--- config.mk ---
export PLATFORM = sky130hd
export DESIGN_NAME = fmlat_top
export DESIGN_NICKNAME = d
export VERILOG_FILES = /design/src/rtl/fmlat_pkg.sv /design/src/rtl/fmlat_event_latch.sv /design/src/rtl/fmlat_pin_sync.sv /design/src/rtl/fmlat_top.sv
export SDC_FILE = /design/constraint.sdc
export NUM_CORES = 1
export LEC_CHECK = 0
export BUFFER_PORTS_ARGS = -buffer_cell sky130_fd_sc_hd__buf_2
export CAP_MARGIN = 20
export CORE_MARGIN = 5
export CORE_UTILIZATION = 55
export DETAILED_ROUTE_END_ITERATION = 8
export PLACE_DENSITY = 0.86
export SYNTH_ARGS = -nofsm -noshare
export SYNTH_HDL_FRONTEND = slang
export SYNTH_SLANG_ARGS = --single-unit
--- constraint.sdc ---
create_clock -name clk -period 2.9 [get_ports clk]
set_input_delay 0 -clock clk [delete_from_list [all_inputs] [get_ports clk]]
set_output_delay 0 -clock clk [all_outputs]
set_load 0.03 [all_outputs]
--- src/rtl/fmlat_pkg.sv ---
/*
 fault event mask and latch: register offsets, reset values and field positions.
 assumes an 8-bit register address and 8-bit data from the control interface.
*/
package fmlat_pkg;
    // register offsets
    localparam logic [7:0] FMLAT_OFS_CHMASK = 8'h30;
    localparam logic [7:0] FMLAT_OFS_MONMASK = 8'h33;
    localparam logic [7:0] FMLAT_OFS_SYSLAT = 8'h34;
    localparam logic [7:0] FMLAT_OFS_SUMMARY = 8'h35;
    localparam logic [7:0] FMLAT_OFS_IN1 = 8'h36;
    localparam logic [7:0] FMLAT_OFS_IN2 = 8'h37;
    localparam logic [7:0] FMLAT_OFS_OUT1 = 8'h38;
    localparam logic [7:0] FMLAT_OFS_OUT2 = 8'h39;
    localparam logic [7:0] FMLAT_OFS_MONLAT = 8'h3c;
    // reset values
    localparam logic [7:0] FMLAT_MONMASK_RST = 8'h30;
    localparam logic [4:0] FMLAT_CHMASK_RST = 5'h01;
    localparam logic [1:0] FMLAT_ADCMASK_RST = 2'h0;
    localparam logic [7:0] FMLAT_RDATA_RST = 8'h00;
    // monitor mask / latch bit positions
    localparam int FMLAT_MON_GPA_HI = 7;
    localparam int FMLAT_MON_GPA_LO = 6;
    localparam int FMLAT_MON_VAD_UP = 5;
    localparam int FMLAT_MON_VAD_DN = 4;
    localparam int FMLAT_MON_MB_SHORT = 3;
    localparam int FMLAT_MON_MB_HI = 2;
    localparam int FMLAT_MON_MB_LO = 1;
    localparam int FMLAT_MON_MB_OV = 0;
    // system event latch fields, bits 7..3
    localparam int FMLAT_SYS_MSB = 7;
    localparam int FMLAT_SYS_LSB = 3;
    localparam int FMLAT_SYS_W = 5;
    localparam int FMLAT_SYS_CLKERR = 4;
    localparam int FMLAT_SYS_PLL = 3;
    localparam int FMLAT_SYS_BOOST_OT = 2;
    localparam int FMLAT_SYS_BOOST_OC = 1;
    localparam int FMLAT_SYS_BOOST_MO = 0;
    // channel fields
    localparam int FMLAT_MON_W = 8;
    localparam int FMLAT_IN_W = 8;
    localparam int FMLAT_OUT_W = 4;
    localparam int FMLAT_OUT_MSB = 7;
    localparam int FMLAT_OUT_LSB = 4;
    localparam int FMLAT_ADCM_MSB = 3;
    localparam int FMLAT_ADCM_LSB = 2;
    localparam int FMLAT_CHM_MSB = 7;
    localparam int FMLAT_CHM_LSB = 3;
    localparam int FMLAT_CHM_VBAT = 0;
    localparam logic [2:0] FMLAT_RSVD3 = 3'h0;
    localparam logic [1:0] FMLAT_RSVD2 = 2'h0;
    localparam logic [3:0] FMLAT_RSVD4 = 4'h0;
    // packed raw fault vector layout
    localparam int FMLAT_RAW_SYS = 0;
    localparam int FMLAT_RAW_MON = 5;
    localparam int FMLAT_RAW_IN1 = 13;
    localparam int FMLAT_RAW_IN2 = 21;
    localparam int FMLAT_RAW_OUT1 = 29;
    localparam int FMLAT_RAW_OUT2 = 33;
    localparam int FMLAT_RAW_VBAT = 37;
    localparam int FMLAT_RAW_W = 38;
endpackage

--- src/rtl/fmlat_event_latch.sv ---
/*
 sticky event latch, one bit per event, cleared by a read strobe.
 assumes events and the clear strobe are on clk; a set in the clear cycle wins.
*/
`timescale 1ns/1ns
`default_nettype none
module fmlat_event_latch #(
    parameter int W = 8
) (
    // clock and reset
    input wire logic clk,
    input wire logic rst,
    // events and clear
    input wire logic [W-1:0] evt,
    input wire logic clr,
    output logic [W-1:0] q
);
    typedef struct packed {
        logic [W-1:0] lat;
    } fmlat_latch_s;

    fmlat_latch_s st_q;
    fmlat_latch_s st_d;
    logic [W-1:0] nxt;

    genvar i;
    generate
        for (i = 0; i < W; i++) begin : g_bit
            assign nxt[i] = evt[i] | (st_q.lat[i] & ~clr);
        end
    endgenerate

    always_comb begin
        st_d = st_q;
        st_d.lat = nxt;
    end

    always_ff @(posedge clk) begin
        if (rst) begin
            st_q <= '0;
        end else begin
            st_q <= st_d;
        end
    end

    assign q = st_q.lat;
endmodule // fmlat_event_latch
`default_nettype wire

--- src/rtl/fmlat_pin_sync.sv ---
/*
 three-stage synchroniser for fault levels from the analog detectors.
 assumes inputs are asynchronous levels; a change is taken once stages two and three agree.
*/
`timescale 1ns/1ns
`default_nettype none
module fmlat_pin_sync #(
    parameter int W = 38
) (
    // clock and reset
    input wire logic clk,
    input wire logic rst,
    // levels
    input wire logic [W-1:0] raw,
    output logic [W-1:0] val
);
    typedef struct packed {
        logic [W-1:0] s1;
        logic [W-1:0] s2;
        logic [W-1:0] s3;
        logic [W-1:0] val;
    } fmlat_sync_s;

    fmlat_sync_s st_q;
    fmlat_sync_s st_d;

    always_comb begin
        st_d = st_q;
        st_d.s1 = raw;
        st_d.s2 = st_q.s1;
        st_d.s3 = st_q.s2;
        for (int i = 0; i < W; i++) begin
            if (st_q.s2[i] == st_q.s3[i]) begin
                st_d.val[i] = st_q.s3[i];
            end
        end
    end

    always_ff @(posedge clk) begin
        if (rst) begin
            st_q <= '0;
        end else begin
            st_q <= st_d;
        end
    end

    assign val = st_q.val;
endmodule // fmlat_pin_sync
`default_nettype wire

--- src/rtl/fmlat_top.sv ---
/*
 fault event mask and latch: monitor mask, system event latch, channel summary,
 per-channel detail latches and the interrupt request.
 assumes the control interface slave presents one-cycle read and write strobes
 with an 8-bit address on clk, and fault detectors drive asynchronous levels.
*/
// How it works
// - mask register at 0x33, reset 0x30
// - bit 7 masks analog input upper threshold
// - bit 6 masks analog input lower threshold
// - bits 5,4 mask voice activity, reset set
// - bit 3 masks bias short circuit
// - bits 2,1 mask bias high/low current
// - bit 0 masks bias overvoltage
// - read-only event latch at 0x34, reset zero
// - bit 7 latches clock error
// - bit 6 latches loop lock
// - bit 5 latches boost overtemperature
// - bit 4 latches boost overcurrent
// - bit 3 latches boost mode-output event
// - reserved bits 2..0 read zero
// - read-only channel summary at 0x35
// - bits 7,6 flag input channel faults
// - bits 5,4 flag output channel faults
// - bit 3 flags battery short below bias
// - input detail latches from 0x36, self clearing
// - 0x30 bit 3 masks battery short, reset set
`timescale 1ns/1ns
`default_nettype none
module fmlat_top
    import fmlat_pkg::*;
(
    // clock and reset
    input wire logic clk,
    input wire logic rst,
    // register access from the control interface
    input wire logic [7:0] reg_addr,
    input wire logic [7:0] reg_wdata,
    input wire logic reg_wr,
    input wire logic reg_rd,
    output logic [7:0] reg_rdata,
    output logic reg_rvalid,
    // fault levels from the detectors
    input wire logic [FMLAT_SYS_MSB:FMLAT_SYS_LSB] sys_fault_in,
    input wire logic [7:0] mon_fault_in,
    input wire logic [7:0] in1_fault_in,
    input wire logic [7:0] in2_fault_in,
    input wire logic [FMLAT_OUT_MSB:FMLAT_OUT_LSB] out1_fault_in,
    input wire logic [FMLAT_OUT_MSB:FMLAT_OUT_LSB] out2_fault_in,
    input wire logic vbat_low_short_in,
    // mask of the system events, held by a neighbouring register
    input wire logic [FMLAT_SYS_MSB:FMLAT_SYS_LSB] sys_event_mask,
    // outputs
    output logic [7:0] monitor_fault_mask,
    output logic [1:0] adc_ovld_mask,
    output logic irq
);

    ////////////////////////////////////////////////////////////////////////////
    typedef struct packed {
        logic [7:0] mon_mask;
        logic [FMLAT_CHM_MSB:FMLAT_CHM_LSB] ch_mask;
        logic [1:0] adc_mask;
        logic [7:0] rdata;
        logic rvalid;
        logic irq;
    } fmlat_state_s;

    fmlat_state_s st_q;
    fmlat_state_s st_d;

    logic [FMLAT_RAW_W-1:0] raw;
    logic [FMLAT_RAW_W-1:0] sync;
    logic [FMLAT_SYS_W-1:0] sys_q;
    logic [FMLAT_MON_W-1:0] mon_q;
    logic [FMLAT_IN_W-1:0] in1_q;
    logic [FMLAT_IN_W-1:0] in2_q;
    logic [FMLAT_OUT_W-1:0] out1_q;
    logic [FMLAT_OUT_W-1:0] out2_q;
    logic [0:0] vbat_q;
    logic rd_sys;
    logic rd_sum;
    logic rd_in1;
    logic rd_in2;
    logic rd_out1;
    logic rd_out2;
    logic rd_mon;
    logic [7:0] summary;
    logic [7:0] rd_mux;
    logic [FMLAT_MON_W-1:0] mon_pend;
    logic [FMLAT_SYS_W-1:0] sys_pend;
    logic [4:0] ch_pend;
    logic any_pend;

    ////////////////////////////////////////////////////////////////////////////
    // detector levels cross into clk
    assign raw = {vbat_low_short_in, out2_fault_in, out1_fault_in, in2_fault_in,
                  in1_fault_in, mon_fault_in, sys_fault_in};

    fmlat_pin_sync #(
        .W(FMLAT_RAW_W)
    ) u_sync (
        .clk(clk),
        .rst(rst),
        .raw(raw),
        .val(sync)
    );

    ////////////////////////////////////////////////////////////////////////////
    // read strobes that clear the latches
    assign rd_sys = reg_rd && (reg_addr == FMLAT_OFS_SYSLAT);
    assign rd_sum = reg_rd && (reg_addr == FMLAT_OFS_SUMMARY);
    assign rd_in1 = reg_rd && (reg_addr == FMLAT_OFS_IN1);
    assign rd_in2 = reg_rd && (reg_addr == FMLAT_OFS_IN2);
    assign rd_out1 = reg_rd && (reg_addr == FMLAT_OFS_OUT1);
    assign rd_out2 = reg_rd && (reg_addr == FMLAT_OFS_OUT2);
    assign rd_mon = reg_rd && (reg_addr == FMLAT_OFS_MONLAT);

    // clock error, loop lock, boost temperature, current and mode-output
    fmlat_event_latch #(
        .W(FMLAT_SYS_W)
    ) u_sys_lat (
        .clk(clk),
        .rst(rst),
        .evt(sync[FMLAT_RAW_SYS +: FMLAT_SYS_W]),
        .clr(rd_sys),
        .q(sys_q)
    );

    fmlat_event_latch #(
        .W(FMLAT_MON_W)
    ) u_mon_lat (
        .clk(clk),
        .rst(rst),
        .evt(sync[FMLAT_RAW_MON +: FMLAT_MON_W]),
        .clr(rd_mon),
        .q(mon_q)
    );

    fmlat_event_latch #(
        .W(FMLAT_IN_W)
    ) u_in1_lat (
        .clk(clk),
        .rst(rst),
        .evt(sync[FMLAT_RAW_IN1 +: FMLAT_IN_W]),
        .clr(rd_in1),
        .q(in1_q)
    );

    fmlat_event_latch #(
        .W(FMLAT_IN_W)
    ) u_in2_lat (
        .clk(clk),
        .rst(rst),
        .evt(sync[FMLAT_RAW_IN2 +: FMLAT_IN_W]),
        .clr(rd_in2),
        .q(in2_q)
    );

    fmlat_event_latch #(
        .W(FMLAT_OUT_W)
    ) u_out1_lat (
        .clk(clk),
        .rst(rst),
        .evt(sync[FMLAT_RAW_OUT1 +: FMLAT_OUT_W]),
        .clr(rd_out1),
        .q(out1_q)
    );

    fmlat_event_latch #(
        .W(FMLAT_OUT_W)
    ) u_out2_lat (
        .clk(clk),
        .rst(rst),
        .evt(sync[FMLAT_RAW_OUT2 +: FMLAT_OUT_W]),
        .clr(rd_out2),
        .q(out2_q)
    );

    // battery short below bias is only released by reading the summary
    fmlat_event_latch #(
        .W(1)
    ) u_vbat_lat (
        .clk(clk),
        .rst(rst),
        .evt(sync[FMLAT_RAW_VBAT +: 1]),
        .clr(rd_sum),
        .q(vbat_q)
    );

    ////////////////////////////////////////////////////////////////////////////
    // channel summary
    assign summary = {|in1_q, |in2_q,
                      |out1_q, |out2_q,
                      vbat_q[0],
                      FMLAT_RSVD3};

    // read data selection; unmapped offsets read zero
    always_comb begin
        unique case (reg_addr)
            FMLAT_OFS_CHMASK: rd_mux = {st_q.ch_mask, FMLAT_RSVD3};
            FMLAT_OFS_MONMASK: rd_mux = st_q.mon_mask;
            FMLAT_OFS_SYSLAT: rd_mux = {sys_q, FMLAT_RSVD3};
            FMLAT_OFS_SUMMARY: rd_mux = summary;
            FMLAT_OFS_IN1: rd_mux = in1_q;
            FMLAT_OFS_IN2: rd_mux = in2_q;
            FMLAT_OFS_OUT1: rd_mux = {out1_q, st_q.adc_mask, FMLAT_RSVD2};
            FMLAT_OFS_OUT2: rd_mux = {out2_q, FMLAT_RSVD4};
            FMLAT_OFS_MONLAT: rd_mux = mon_q;
            default: rd_mux = FMLAT_RDATA_RST;
        endcase
    end

    ////////////////////////////////////////////////////////////////////////////
    // pending sources: 1 in a mask bit suppresses the source
    assign mon_pend[FMLAT_MON_GPA_HI] =
        mon_q[FMLAT_MON_GPA_HI] & ~st_q.mon_mask[FMLAT_MON_GPA_HI];
    assign mon_pend[FMLAT_MON_GPA_LO] =
        mon_q[FMLAT_MON_GPA_LO] & ~st_q.mon_mask[FMLAT_MON_GPA_LO];
    assign mon_pend[FMLAT_MON_VAD_UP] =
        mon_q[FMLAT_MON_VAD_UP] & ~st_q.mon_mask[FMLAT_MON_VAD_UP];
    assign mon_pend[FMLAT_MON_VAD_DN] =
        mon_q[FMLAT_MON_VAD_DN] & ~st_q.mon_mask[FMLAT_MON_VAD_DN];
    assign mon_pend[FMLAT_MON_MB_SHORT] =
        mon_q[FMLAT_MON_MB_SHORT] & ~st_q.mon_mask[FMLAT_MON_MB_SHORT];
    assign mon_pend[FMLAT_MON_MB_HI] =
        mon_q[FMLAT_MON_MB_HI] & ~st_q.mon_mask[FMLAT_MON_MB_HI];
    assign mon_pend[FMLAT_MON_MB_LO] =
        mon_q[FMLAT_MON_MB_LO] & ~st_q.mon_mask[FMLAT_MON_MB_LO];
    assign mon_pend[FMLAT_MON_MB_OV] =
        mon_q[FMLAT_MON_MB_OV] & ~st_q.mon_mask[FMLAT_MON_MB_OV];

    assign sys_pend = sys_q & ~sys_event_mask;
    // channel mask bits 7..4 pair with summary bits 7..4, bit 3 with battery short
    assign ch_pend = summary[FMLAT_CHM_MSB:FMLAT_CHM_LSB] & ~st_q.ch_mask;
    assign any_pend = (|mon_pend) | (|sys_pend) | (|ch_pend);

    ////////////////////////////////////////////////////////////////////////////
    always_comb begin
        st_d = st_q;
        st_d.rvalid = reg_rd;
        if (reg_rd) begin
            st_d.rdata = rd_mux;
        end
        if (reg_wr) begin
            unique case (reg_addr)
                FMLAT_OFS_MONMASK: st_d.mon_mask = reg_wdata;
                FMLAT_OFS_CHMASK: st_d.ch_mask = reg_wdata[FMLAT_CHM_MSB:FMLAT_CHM_LSB];
                FMLAT_OFS_OUT1: st_d.adc_mask = reg_wdata[FMLAT_ADCM_MSB:FMLAT_ADCM_LSB];
                default: st_d.mon_mask = st_q.mon_mask;
            endcase
        end
        st_d.irq = any_pend;
    end

    always_ff @(posedge clk) begin
        if (rst) begin
            st_q.mon_mask <= FMLAT_MONMASK_RST;
            st_q.ch_mask <= FMLAT_CHMASK_RST;
            st_q.adc_mask <= FMLAT_ADCMASK_RST;
            st_q.rdata <= FMLAT_RDATA_RST;
            st_q.rvalid <= 1'b0;
            st_q.irq <= 1'b0;
        end else begin
            st_q <= st_d;
        end
    end

    assign reg_rdata = st_q.rdata;
    assign reg_rvalid = st_q.rvalid;
    assign monitor_fault_mask = st_q.mon_mask;
    assign adc_ovld_mask = st_q.adc_mask;
    assign irq = st_q.irq;
endmodule // fmlat_top
`default_nettype wire

# Word level (Yosys, flattened, before mapping)

Index checks and enable logic that the tools add are counted.

Reduce and logical (&&, ||, !) cells: 17
Mux-type cells: 1
Eq/ne operators: 47
Bitwise logic cells: 105

Operators by type and width:

| cell                 | count |
|---|---|
| $eq A8 B6 Y1 const B | 9 |
| $pmux W8 S9          | 1 |
| $and A1 B1 Y1        | 46 |
| $or A1 B1 Y1         | 40 |
| $eq A1 B1 Y1         | 38 |
| $reduce_or A8 Y1     | 3 |
| $not A1 Y1           | 15 |
| $and A5 B5 Y5        | 2 |
| $not A5 Y5           | 2 |
| $reduce_or A5 Y1     | 2 |
| $reduce_or A4 Y1     | 2 |
| $logic_and A1 B1 Y1  | 7 |
| $reduce_and A2 Y1    | 3 |

Register bits after elaboration: 215

# Longest topological paths before layout

Gate-level depths: netlist of the first run.

Word-level depth: 5
Depth in mapped cells: 7

# By module

A second synthesis of the first run with hierarchy kept.

Cell total of the unflattened synthesis: 828
Area total of the unflattened synthesis: 8395.6 µm²

By module, submodules not included:

| module                             | cells an instance | times used | area each (µm²) |
|---|---|---|---|
| fmlat_pin_sync                     | 435               | 1          | 5108.6 |
| fmlat_top                          | 238               | 1          | 1880.6 |
| fmlat_event_latch (u_in1_lat ...)  | 33                | 3          | 304.0 |
| fmlat_event_latch (u_out1_lat ...) | 16                | 2          | 140.1 |
| fmlat_event_latch (u_sys_lat)      | 20                | 1          | 175.2 |
| fmlat_event_latch (u_vbat_lat)     | 4                 | 1          | 38.8 |

# Worst setup path after synthesis of the first run

OpenSTA, ideal clock, no wires.

Path kind: reg2reg
Start: reg u_out1_lat.st_q (netlist bit u_out1_lat.q[2])
End: reg irq (netlist name)
Path buffers: 0
Required time: 2.765 ns
Setup slack: 1.450 ns
Stages on the path, launching flop included: 4
Period minus slack after synthesis: 1.450 ns
Data arrival time: 1.314 ns
Cells stage by stage: dfxtp_1 or4_1 a2111oi_0 a31oi_1

Longest elaborated chain between the ends: 4

Ends and longest elaborated chain:

| element                | line                    | RTL |
|---|---|---|
| from (decl)            | fmlat_event_latch.sv:22 | `fmlat_latch_s st_q;` |
| from (signal assigned) | fmlat_event_latch.sv:42 | `st_q <= st_d;` |
| $reduce_or A4 Y1       | fmlat_top.sv:194        | `\|out1_q, \|out2_q,` |
| $and A5 B5 Y5          | fmlat_top.sv:235        | `assign ch_pend = summary[FMLAT_CHM_MSB:FMLAT_CHM_LSB] & ~st_q.ch_mask;` |
| $reduce_or A5 Y1       | fmlat_top.sv:236        | `assign any_pend = (\|mon_pend) \| (\|sys_pend) \| (\|ch_pend);` |
| $or A1 B1 Y1           | fmlat_top.sv:236        |  |

No other way between the ends.
A chain may end at the register's enable or synchronous reset.

# Worst setup path in the final report of the first run

Start: reg u_out1_lat.st_q (netlist bit u_out1_lat.q[2])
End: reg irq (netlist name)

Longest elaborated chain between the ends: 4

Ends and longest elaborated chain:

| element          | line |
|---|---|
| $reduce_or A4 Y1 | fmlat_top.sv:194 |
| $and A5 B5 Y5    | fmlat_top.sv:235 |
| $reduce_or A5 Y1 | fmlat_top.sv:236 |
| $or A1 B1 Y1     | fmlat_top.sv:236 |

No other way between the ends.

==> results of run 1 <==
==> final cells by class <==
cell class / instances / area, sq um / area share
Tap cell: 176 / 220 / 0.0243
Sequential cell: 215 / 4300 / 0.474
Timing Repair Buffer: 148 / 1070 / 0.118
Clock inverter: 8 / 121 / 0.0134
Multi-Input combinational cell: 471 / 2730 / 0.301
Inverter: 14 / 52.6 / 0.00579
Clock buffer: 27 / 578 / 0.0637
==> state kept, by name, summed over array words and instances (netlist names) <==
register            flops
u_sync.st_q            38
monitor_fault_mask      8
u_in1_lat.q             8
u_sync.val             38
u_sync.st_d            76
reg_rdata               8
u_out2_lat.q            4
st_q                    5
irq                     1
u_mon_lat.q             8
u_out1_lat.q            4
u_sys_lat.q             5
u_in2_lat.q             8
reg_rvalid              1
u_vbat_lat.q            1
adc_ovld_mask           2
==> metal layers <==
metal	wire [microns]	GRT usage
met5	0	0
met4	493	0.0782
met3	1210	0.0318
met2	7750	0.341
met1	6580	0.252
==> placed cells by master, fill, tap and decap left out, types with 2 or more instances in the layout <==
master,Yosys,final
a2111oi_0,3,3
a211o_1,3,3
a211oi_1,2,2
a21oi_1,79,79
a221oi_1,5,5
a22oi_1,3,3
a31oi_1,3,3
buf_2,6,81
buf_4,19,4
bufinv_16,0,3
clkbuf_1,28,3
clkbuf_16,0,21
clkbuf_8,0,3
clkinv_2,0,3
dfxtp_1,215,215
dlygate4sd3_1,0,62
inv_1,14,14
mux2i_1,28,28
nand2_1,50,50
nand2b_1,14,14
nand3_1,4,4
nand3b_1,2,2
nand4_1,3,3
nor2_1,58,58
nor2b_1,117,117
nor3_1,8,8
nor3b_1,2,2
nor4_1,9,9
o2111ai_1,2,2
o211ai_1,4,4
o21ai_0,43,43
o22ai_1,4,4
o31ai_1,4,4
o32a_1,2,2
or3_1,2,2
or4_1,4,4
==> critical path, cell delays in order (launching register included) <==
cell and delay (ps):
dfxtp_1 330, or4_1 570, a2111oi_0 580, a31oi_1 150
==> per-stage QoR <==
stage | hold WS, ps | std cells | area (sq um) | utilization
2_1_floorplan | 128 | 757 | 7400 | -
3_3_place_gp | 207 | 962 | 7760 | 0.588
3_5_place_dp | 212 | 962 | 7760 | 0.588
4_1_cts | 7.65 | 1059 | 9080 | 0.688
5_1_grt | 25.0 | 1059 | 9080 | 0.688
6_report | 28.8 | 1059 | 9080 | 0.688
==> final timing paths <==
check | start | end | slack [ps] | cells past startpoint
worst min register to register | u_sync.st_d[87] | u_sync.st_d[49] | 430 | 1
worst max register to register | u_out1_lat.q[2] | irq | 1130 | 3
worst min-delay path | sys_event_mask[5] | irq | 30 | 4
worst max-delay path | u_out1_lat.q[2] | irq | 1130 | 3
==> power groups by stage <==
stage	sequential (uW)	clock, uW	combinational, uW
global placement	3110	0	206
detailed placement	3120	0	208
floorplan	3110	0	140
CTS	3050	2770	269
global route	3060	2880	301
finish	3050	2720	272
==> what timing repair did <==
action                                 4_1_cts  5_1_grt
hold buffers                                62        0
setup buffers                                0        0
endpoints found under the hold margin       99        0
==> kinds of logic (layout without fill, tap and decap cells) <==
group | Yosys count | count (layout) | synth area share
AO/OA/AOI/OAI | 159 | 159 | 0.122
buffers and inverters | 71 | 197 | 0.0487
flip-flops | 215 | 215 | 0.582
multiplexers | 30 | 30 | 0.0425
AND/OR/NAND/NOR | 282 | 282 | 0.205
==> flow_summary.yaml, run 1 <==
floorplan:
  die-area_sq_mm: 0.0159
  start_util: 0.561
  fp.dieW_microns: 126
  die_h_microns: 126
  core_sq_mm: 0.0132
  num_rows: 42
  ios: 83
final_layout:
  fillers: 950
  syn2layout_area_growth_pct: 22.7
  finalNetCount: 934
  num_antenna_cells: 0
  drive_gt1_frac: 0.137
flow_run:
  cap_violations: 0
logic_synthesis:
  avgSynthCellArea_sq_um: 9.77
  synthCells: 757
  synth_top_area_share: 0.582
  yosysMostFrequentCell: "dfxtp_1"
  netlist-cell-type-count: 46
  yosysWarnings: 0
  synth_edf_count: 0
  synth_nets: 820
  synth_largest_area_cell: "dfxtp_1"
  async_reset_ff_frac: 0
  synth.yosys.seq_area_share: 0.582
  synth_area_leaders: "dfxtp_1 (58%), nor2b_1 (9.9%), a21oi_1 (5.3%)"
  ys_ff_latch: 215
  ys.flop_type: "dfxtp_1"
  netlist_area_sq_mm: 0.00740
  synth_common_cells: "dfxtp_1 (215), nor2b_1 (117), a21oi_1 (79)"
cts:
  clock_sinks: 215
  clk_latency_ps: 480
  tritoncts: "yes"
  cts_max_level: 1
  ctsResizeCount: 0
  clock_path_buffers: 3
  cts_inserted_buffers: 21
  clkTransAtPathRegs_ps: 60
  clk_root_buffer_cell: "clkbuf_16"
sta:
  finalCritPeriodShare: 0.610
  fmax_ghz: 0.566
  relSlewSlack: 0.491
  min_period_ps: 1770
  tightest_slew_ps: 763
  finalHoldViolCount: 0
  tns_ps: 0
  skew_ps: 9.56
  rsz0062_at_grt: "no"
  fin_ws_ps: 1130
  drv_slew: 0
  setup_viol: 0
power:
  p_sw_uw: 1210
  leakagePower_uw: 0.00362
  ir_worst_vdd_v: 0.000385
  intPower_uw: 4830
  clockPowerShare: 0.450
  power_uw: 6040
  combPwrFrac: 0.045
  pwr_density_cell_mw_per_mm2: 666
  pwr-share-seq: 0.505
  switching_share: 0.200
placed_design:
  routabilityCongestion: 0.952
  dp_slack_ps: 927
  dp_hpwl_microns: 10200
  io_buffer_count: 82
global_routing:
  grt_remaining_overflow: 0
  first_global_vias: 5444
  grt_pass1_wl_microns: 26400
  antenna_found_initial: 0
  grt_usage: 0.199
  grt_start_max_net_pins: 84
drt:
  vias_per_cell: 5.38
  dr.first_iter.drc_count: 671
  dr.pass1.iters: 5
  wl_microns: 16000
  route.detailed.drc: 0
  num_vias: 5697
  wl_per_cell_microns: 15.1
  final_antenna_net_count: 0
worst_setup_path:
  start_kind: "flop"
  critPathArrivalTime_ps: 2110
  cp-end-kind: "flop"
  crit_type: "reg -> reg"
  crit_path_max_fanout: 3
  crit_required_ps: 3250
status:
  status: "finished, final reports clean"
worst_hold_path:
  hold_path_class: "in -> reg"
Power figures use the tool's default switching activity.
==> run 2: changes to the inputs <==
- ABC_AREA: default -> 1
- CORE_UTILIZATION: 55 -> 52
- PLACE_DENSITY: 0.86 -> 0.85
- clock period: 2.9 -> 1.6 ns (I/O delays scaled with it)
==> flow_summary.yaml, run 2 <==
status:
  status: "finished, final reports clean"
worst_setup_path:
  worstPathCellList: "dlygate4sd3_1, buf_2, inv_1, nor4_4, nand2_1, dlygate4sd3_1, o211ai_1"
  start_kind: "input pin"
  critPathArrivalTime_ps: 1930
  crit_type: "in -> reg"
  crit_required_ps: 2010
  cp_slowest_cell: "dlygate4sd3_1"
  crit_start: "reg_wr"
  crit_path_max_fanout: 7
  max_stage_delay_ps: 570
  cp_common_cell: "dlygate4sd3_1"
  r2r_start: "u_sys_lat.q[3]"
  cp-end-kind: "flop"
power:
  pwr_density_cell_mw_per_mm2: 1160
  ir_worst_vdd_v: 0.000687
  leakagePower_uw: 0.00398
floorplan:
  num_rows: 44
  ios: 83
  die-area_sq_mm: 0.0173
  die_h_microns: 131
  start_util: 0.529
  fp.dieW_microns: 131
  core_sq_mm: 0.0145
sta:
  drv_slew: 0
  finalCritPeriodShare: 0.950
  relSlewSlack: 0.730
  rsz0062_at_grt: "no"
  whs_ps: 60.2
  fin_ws_ps: 79.5
  skew_ps: 11.3
  finalHoldViolCount: 0
  setup_viol: 0
  fmax_ghz: 0.658
  tns_ps: 0
  min_period_ps: 1520
  tightest_slew_ps: 402
final_layout:
  syn2layout_area_growth_pct: 22.4
  final_cells: 1281
  drive_gt1_frac: 0.131
  num_antenna_cells: 0
  final_common_cell: "dfxtp_1"
  largest_reg_flops: 76
  final_cell_mix: "dfxtp_1 (215), inv_1 (195), nor2_1 (159)"
  finalNetCount: 1145
  utilization: 0.647
logic_synthesis:
  synth_edf_count: 0
  synth.yosys.seq_area_share: 0.562
  synth_area_leaders: "dfxtp_1 (56%), inv_1 (9.6%), nor2_1 (7.8%)"
  netlist-cell-type-count: 23
  netlist_area_sq_mm: 0.00766
  ys.flop_type: "dfxtp_1"
  synth_largest_area_cell: "dfxtp_1"
  async_reset_ff_frac: 0
  yosysWarnings: 0
  ys_ff_latch: 215
  synth_nets: 1028
  synthCells: 965
  yosysMostFrequentCell: "dfxtp_1"
  synth_top_area_share: 0.562
  avgSynthCellArea_sq_um: 7.93
  synth_common_cells: "dfxtp_1 (215), inv_1 (195), nor2_1 (159)"
cts:
  tritoncts: "yes"
  clk_latency_ps: 490
  clkTransAtPathRegs_ps: 60
  cts_inserted_buffers: 22
  ctsResizeCount: 0
  clk_root_buffer_cell: "clkbuf_16"
  clock_path_buffers: 3
  clock_sinks: 215
  cts_max_level: 1
placed_design:
  place_inst: 1185
  io_buffer_count: 82
  dp_slack_ps: 288
  dp_hpwl_microns: 10600
  routabilityCongestion: 0.958
global_routing:
  grt_usage: 0.182
  grt_pass1_wl_microns: 27000
  antenna_found_initial: 0
  first_global_vias: 5708
  grt_remaining_overflow: 0
  grt_start_max_net_pins: 92
drt:
  final_antenna_net_count: 0
  dr.pass1.iters: 6
  wl_microns: 16000
  route.detailed.drc: 0
  num_vias: 6122
  wl_per_cell_microns: 12.5
  dr.first_iter.drc_count: 445
  vias_per_cell: 4.78
flow_run:
  cap_violations: 0
worst_hold_path:
  hold_path_class: "in -> reg"
  hp-start: "reg_addr[6]"
[run 2: cell count changes after synthesis, sizes merged, moves of 28 or more]
cell,delta
inv,+187
mux2i,-28
nor2b,-117
nand2,+70
nor2,+110
a211oi,+36
nand3,+36
[run 2: worst max-delay path, delay by kind of cell]
| kind | cells | cell delay (ps) |
|---|---|---|
| AO/OA/AOI/OAI | 1 | 80 |
| AND/OR/NAND/NOR | 2 | 520 |
| buffers and inverters | 4 | 1340 |
[run 2: worst paths after layout]
kind	cells past startpoint	slack, ps	to
worst max-delay path	7	80	st_q[12]
worst min-delay path	5	60	st_q[12]
worst max register to register	6	340	irq
worst min register to register	2	400	u_sync.st_d[69]
[run 2: logic make-up (layout without fill, tap and decap cells)]
logic type / count (synthesis) / in the layout / share of synthesized area
flops: 215 / 215 / 0.562
simple gates: 338 / 338 / 0.186
buf+inv: 251 / 383 / 0.133
compound gates: 161 / 161 / 0.118
[run 2: area by class of cell]
class | count | area (sq um)
repair buffers | 142 | 1050
clock inverters | 5 | 25.0
multi-input cells | 499 | 2330
clock buffers | 34 | 677
well taps | 184 | 230
flip-flops and latches | 215 | 4300
inverters | 202 | 758
fillers | 1135 | 5110
[run 2: metal layers]
layer | wire, microns | vias to the layer above | GRT usage | share of wire
met4 | 440 | 0 | 0.0629 | 0.027
met1 | 7080 | 2719 | 0.242 | 0.44
met3 | 1040 | 36 | 0.0336 | 0.065
met5 | 0 | - | 0 | 0
li1 | - | 3187 | - | -
met2 | 7470 | 180 | 0.300 | 0.47
[run 2: repair_timing]
action / in CTS / in global routing
hold buffers: 57 / 0
buffers inserted: 0 / 0
hold endpoints to repair: 87 / 0
endpoints found under the setup margin: 0 / 0
[run 2: metrics by stage]
step                area (sq um)  power, uW
detailed placement          8100       6060
global placement            8100       6040
global route                9370      11300
CTS                         9370      11000
finish                      9370      10900
floorplan                   7660       5900
[run 2: power breakdown]
| group | leakage [uW] | switching (uW) | total, uW | internal (uW) |
|---|---|---|---|---|
| logic | 0.00188 | 288 | 521 | 234 |
| clock network | 0.000352 | 1920 | 4820 | 2900 |
| registers | 0.00175 | 47.0 | 5530 | 5480 |
| total | 0.00398 | 2250 | 10900 | 8610 |
==> run 3: changes to the inputs <==
- CORE_ASPECT_RATIO: default -> 0.9
- CORE_UTILIZATION: 52 -> 55
- CTS_BUF_LIST: default -> sky130_fd_sc_hd__clkbuf_8
- PLACE_DENSITY: 0.85 -> 0.88
- SYNTH_HIERARCHICAL: default -> 1
==> flow_summary.yaml, run 3 <==
global_routing:
  grt_start_max_net_pins: 88
  grt_remaining_overflow: 0
  first_global_vias: 6337
  antenna_found_initial: 0
  grt_usage: 0.196
  grt_pass1_wl_microns: 29100
worst_setup_path:
  cp.depth: 6
  regToRegSetupSlack_ps: 400
  ff2ff_path_depth: 10
  cp_common_cell: "dlygate4sd3_1"
  crit_required_ps: 2000
  crit_buf_inv: 4
  start_kind: "input pin"
  worstPathCellList: "dlygate4sd3_1, buf_6, clkinvlp_4, o21ai_0, a21oi_1, dlygate4sd3_1"
  crit_path_max_fanout: 23
  cp_slowest_cell: "dlygate4sd3_1"
  critPathArrivalTime_ps: 1790
  max_stage_delay_ps: 550
  crit_type: "in -> reg"
  cpLargestDelayFamily: "buffers and inverters"
  cp-end-kind: "flop"
cts:
  clk_root_buffer_cell: "clkbuf_8"
  clk_latency_ps: 510
  cts_inserted_buffers: 34
  cts_max_level: 2
  clock_path_buffers: 3
  clkTransAtPathRegs_ps: 60
  tritoncts: "yes"
  clock_sinks: 215
final_layout:
  drive_gt1_frac: 0.179
  fillers: 1210
  final-seq-area_sq_mm: 0.00430
  finalNetCount: 1207
  largest_reg_flops: 76
  final_cell_mix: "dfxtp_1 (215), inv_1 (209), nor2_1 (167)"
  syn2layout_area_growth_pct: 16.3
  multi_input_area_sq_mm: 0.00252
  final_common_cell: "dfxtp_1"
  fin_area_sq_mm: 0.00965
  num_antenna_cells: 0
logic_synthesis:
  synth_area_leaders: "dfxtp_1 (52%), inv_1 (9.1%), nor2_1 (7.6%)"
  yosysMostFrequentCell: "dfxtp_1"
  netlist_area_sq_mm: 0.00830
  synthCells: 1047
  async_reset_ff_frac: 0
  avgSynthCellArea_sq_um: 7.93
  synth_top_area_share: 0.519
  synth_nets: 1110
  synth.yosys.seq_area_share: 0.519
  yosysWarnings: 6
  ys_ff_latch: 215
  netlist-cell-type-count: 29
  synth_largest_area_cell: "dfxtp_1"
  synth_edf_count: 0
  ys.flop_type: "dfxtp_1"
  synth_common_cells: "dfxtp_1 (215), inv_1 (202), nor2_1 (167)"
drt:
  route.detailed.drc: 0
  dr.pass1.iters: 7
  num_vias: 6493
  vias_per_cell: 4.76
  final_antenna_net_count: 0
  wl_per_cell_microns: 12.6
  dr.first_iter.drc_count: 444
  wl_microns: 17100
sta:
  finalHoldViolCount: 0
  relSlewSlack: 0.655
  tns_ps: 0
  min_period_ps: 1400
  fin_ws_ps: 204
  rsz0062_at_grt: "no"
  drv_slew: 0
  setup_viol: 0
  finalCritPeriodShare: 0.872
  fmax_ghz: 0.716
  tightest_slew_ps: 518
  skew_ps: 15.6
floorplan:
  die-area_sq_mm: 0.0177
  start_util: 0.562
  die_h_microns: 127
  fp.dieW_microns: 139
  ios: 83
  core_sq_mm: 0.0148
  num_rows: 42
flow_run:
  cap_violations: 0
worst_hold_path:
  hold_path_class: "in -> reg"
  hold_depth: 7
placed_design:
  placed_area_sq_mm: 0.00835
  dp_hpwl_microns: 11000
  dp_slack_ps: 321
  routabilityCongestion: 0.931
  io_buffer_count: 82
status:
  status: "finished, final reports clean"
power:
  power_uw: 10700
  pwr_density_cell_mw_per_mm2: 1110
  leakagePower_uw: 0.00411
  ir_worst_vdd_v: 0.000627
## run 3: path summary, 6_finish.rpt
path	from	endpoint
max	rst	monitor_fault_mask[0]
min	reg_addr[1]	u_vbat_lat/q
max reg2reg	u_in1_lat/q[3]	reg_rdata[7]
min reg2reg	u_sync/st_d[104]	u_sync/st_d[66]
## run 3: repair_timing
item,4_1_cts,5_1_grt
endpoints found under the hold margin,80,0
endpoints found under the setup margin,0,3
buffers inserted,0,3
hold buffers,58,0
resized for setup,0,6
## run 3: per-layer routing
metal	routed length, microns	vias up	part of all wire	track usage
met5	0	-	0	0
met4	690	0	0.040	0.108
met3	1160	70	0.067	0.0406
met2	7920	217	0.46	0.323
met1	7360	2881	0.43	0.242
li1	-	3325	-	-
## run 3: report_power, final
part           internal (uW)  switching (uW)
Combinational            249             305
Clock                   2620            1990
Sequential              5480            60.6
Total                   8350            2360
## run 3: worst register-to-register path, cell delays in order (launching register included)
cell and delay (ps):
dfxtp_1 330, inv_1 60, nand2_1 40, nor2_1 100, nand2_1 110, nand2_1 70, nand2_1 50, nor2_1 90
nand3_1 90, nand2_1 90, a21oi_2 50
## run 3: kinds of logic after synthesis
logic type,synth area share
AO/OA/AOI/OAI,0.111
buffers and inverters,0.179
flip-flops,0.519
AND/OR/NAND/NOR,0.192
## run 3: layout make-up
class / count / share of cell area
multi-input cells: 534 / 0.261
repair buffers: 147 / 0.113
clock inverters: 13 / 0.00856
flip-flops and latches: 215 / 0.446
clock buffers: 44 / 0.0628
inverters: 212 / 0.0831
well taps: 198 / 0.0257
## run 3: per-stage QoR
stage / std cells / util / hold WS [ps]
floorplan: 1047 / - / 62.4
global placement: 1246 / 0.565 / 200
detailed placement: 1246 / 0.565 / 205
CTS: 1361 / 0.651 / 45.0
global route: 1363 / 0.654 / 120
finish: 1363 / 0.654 / 70.7
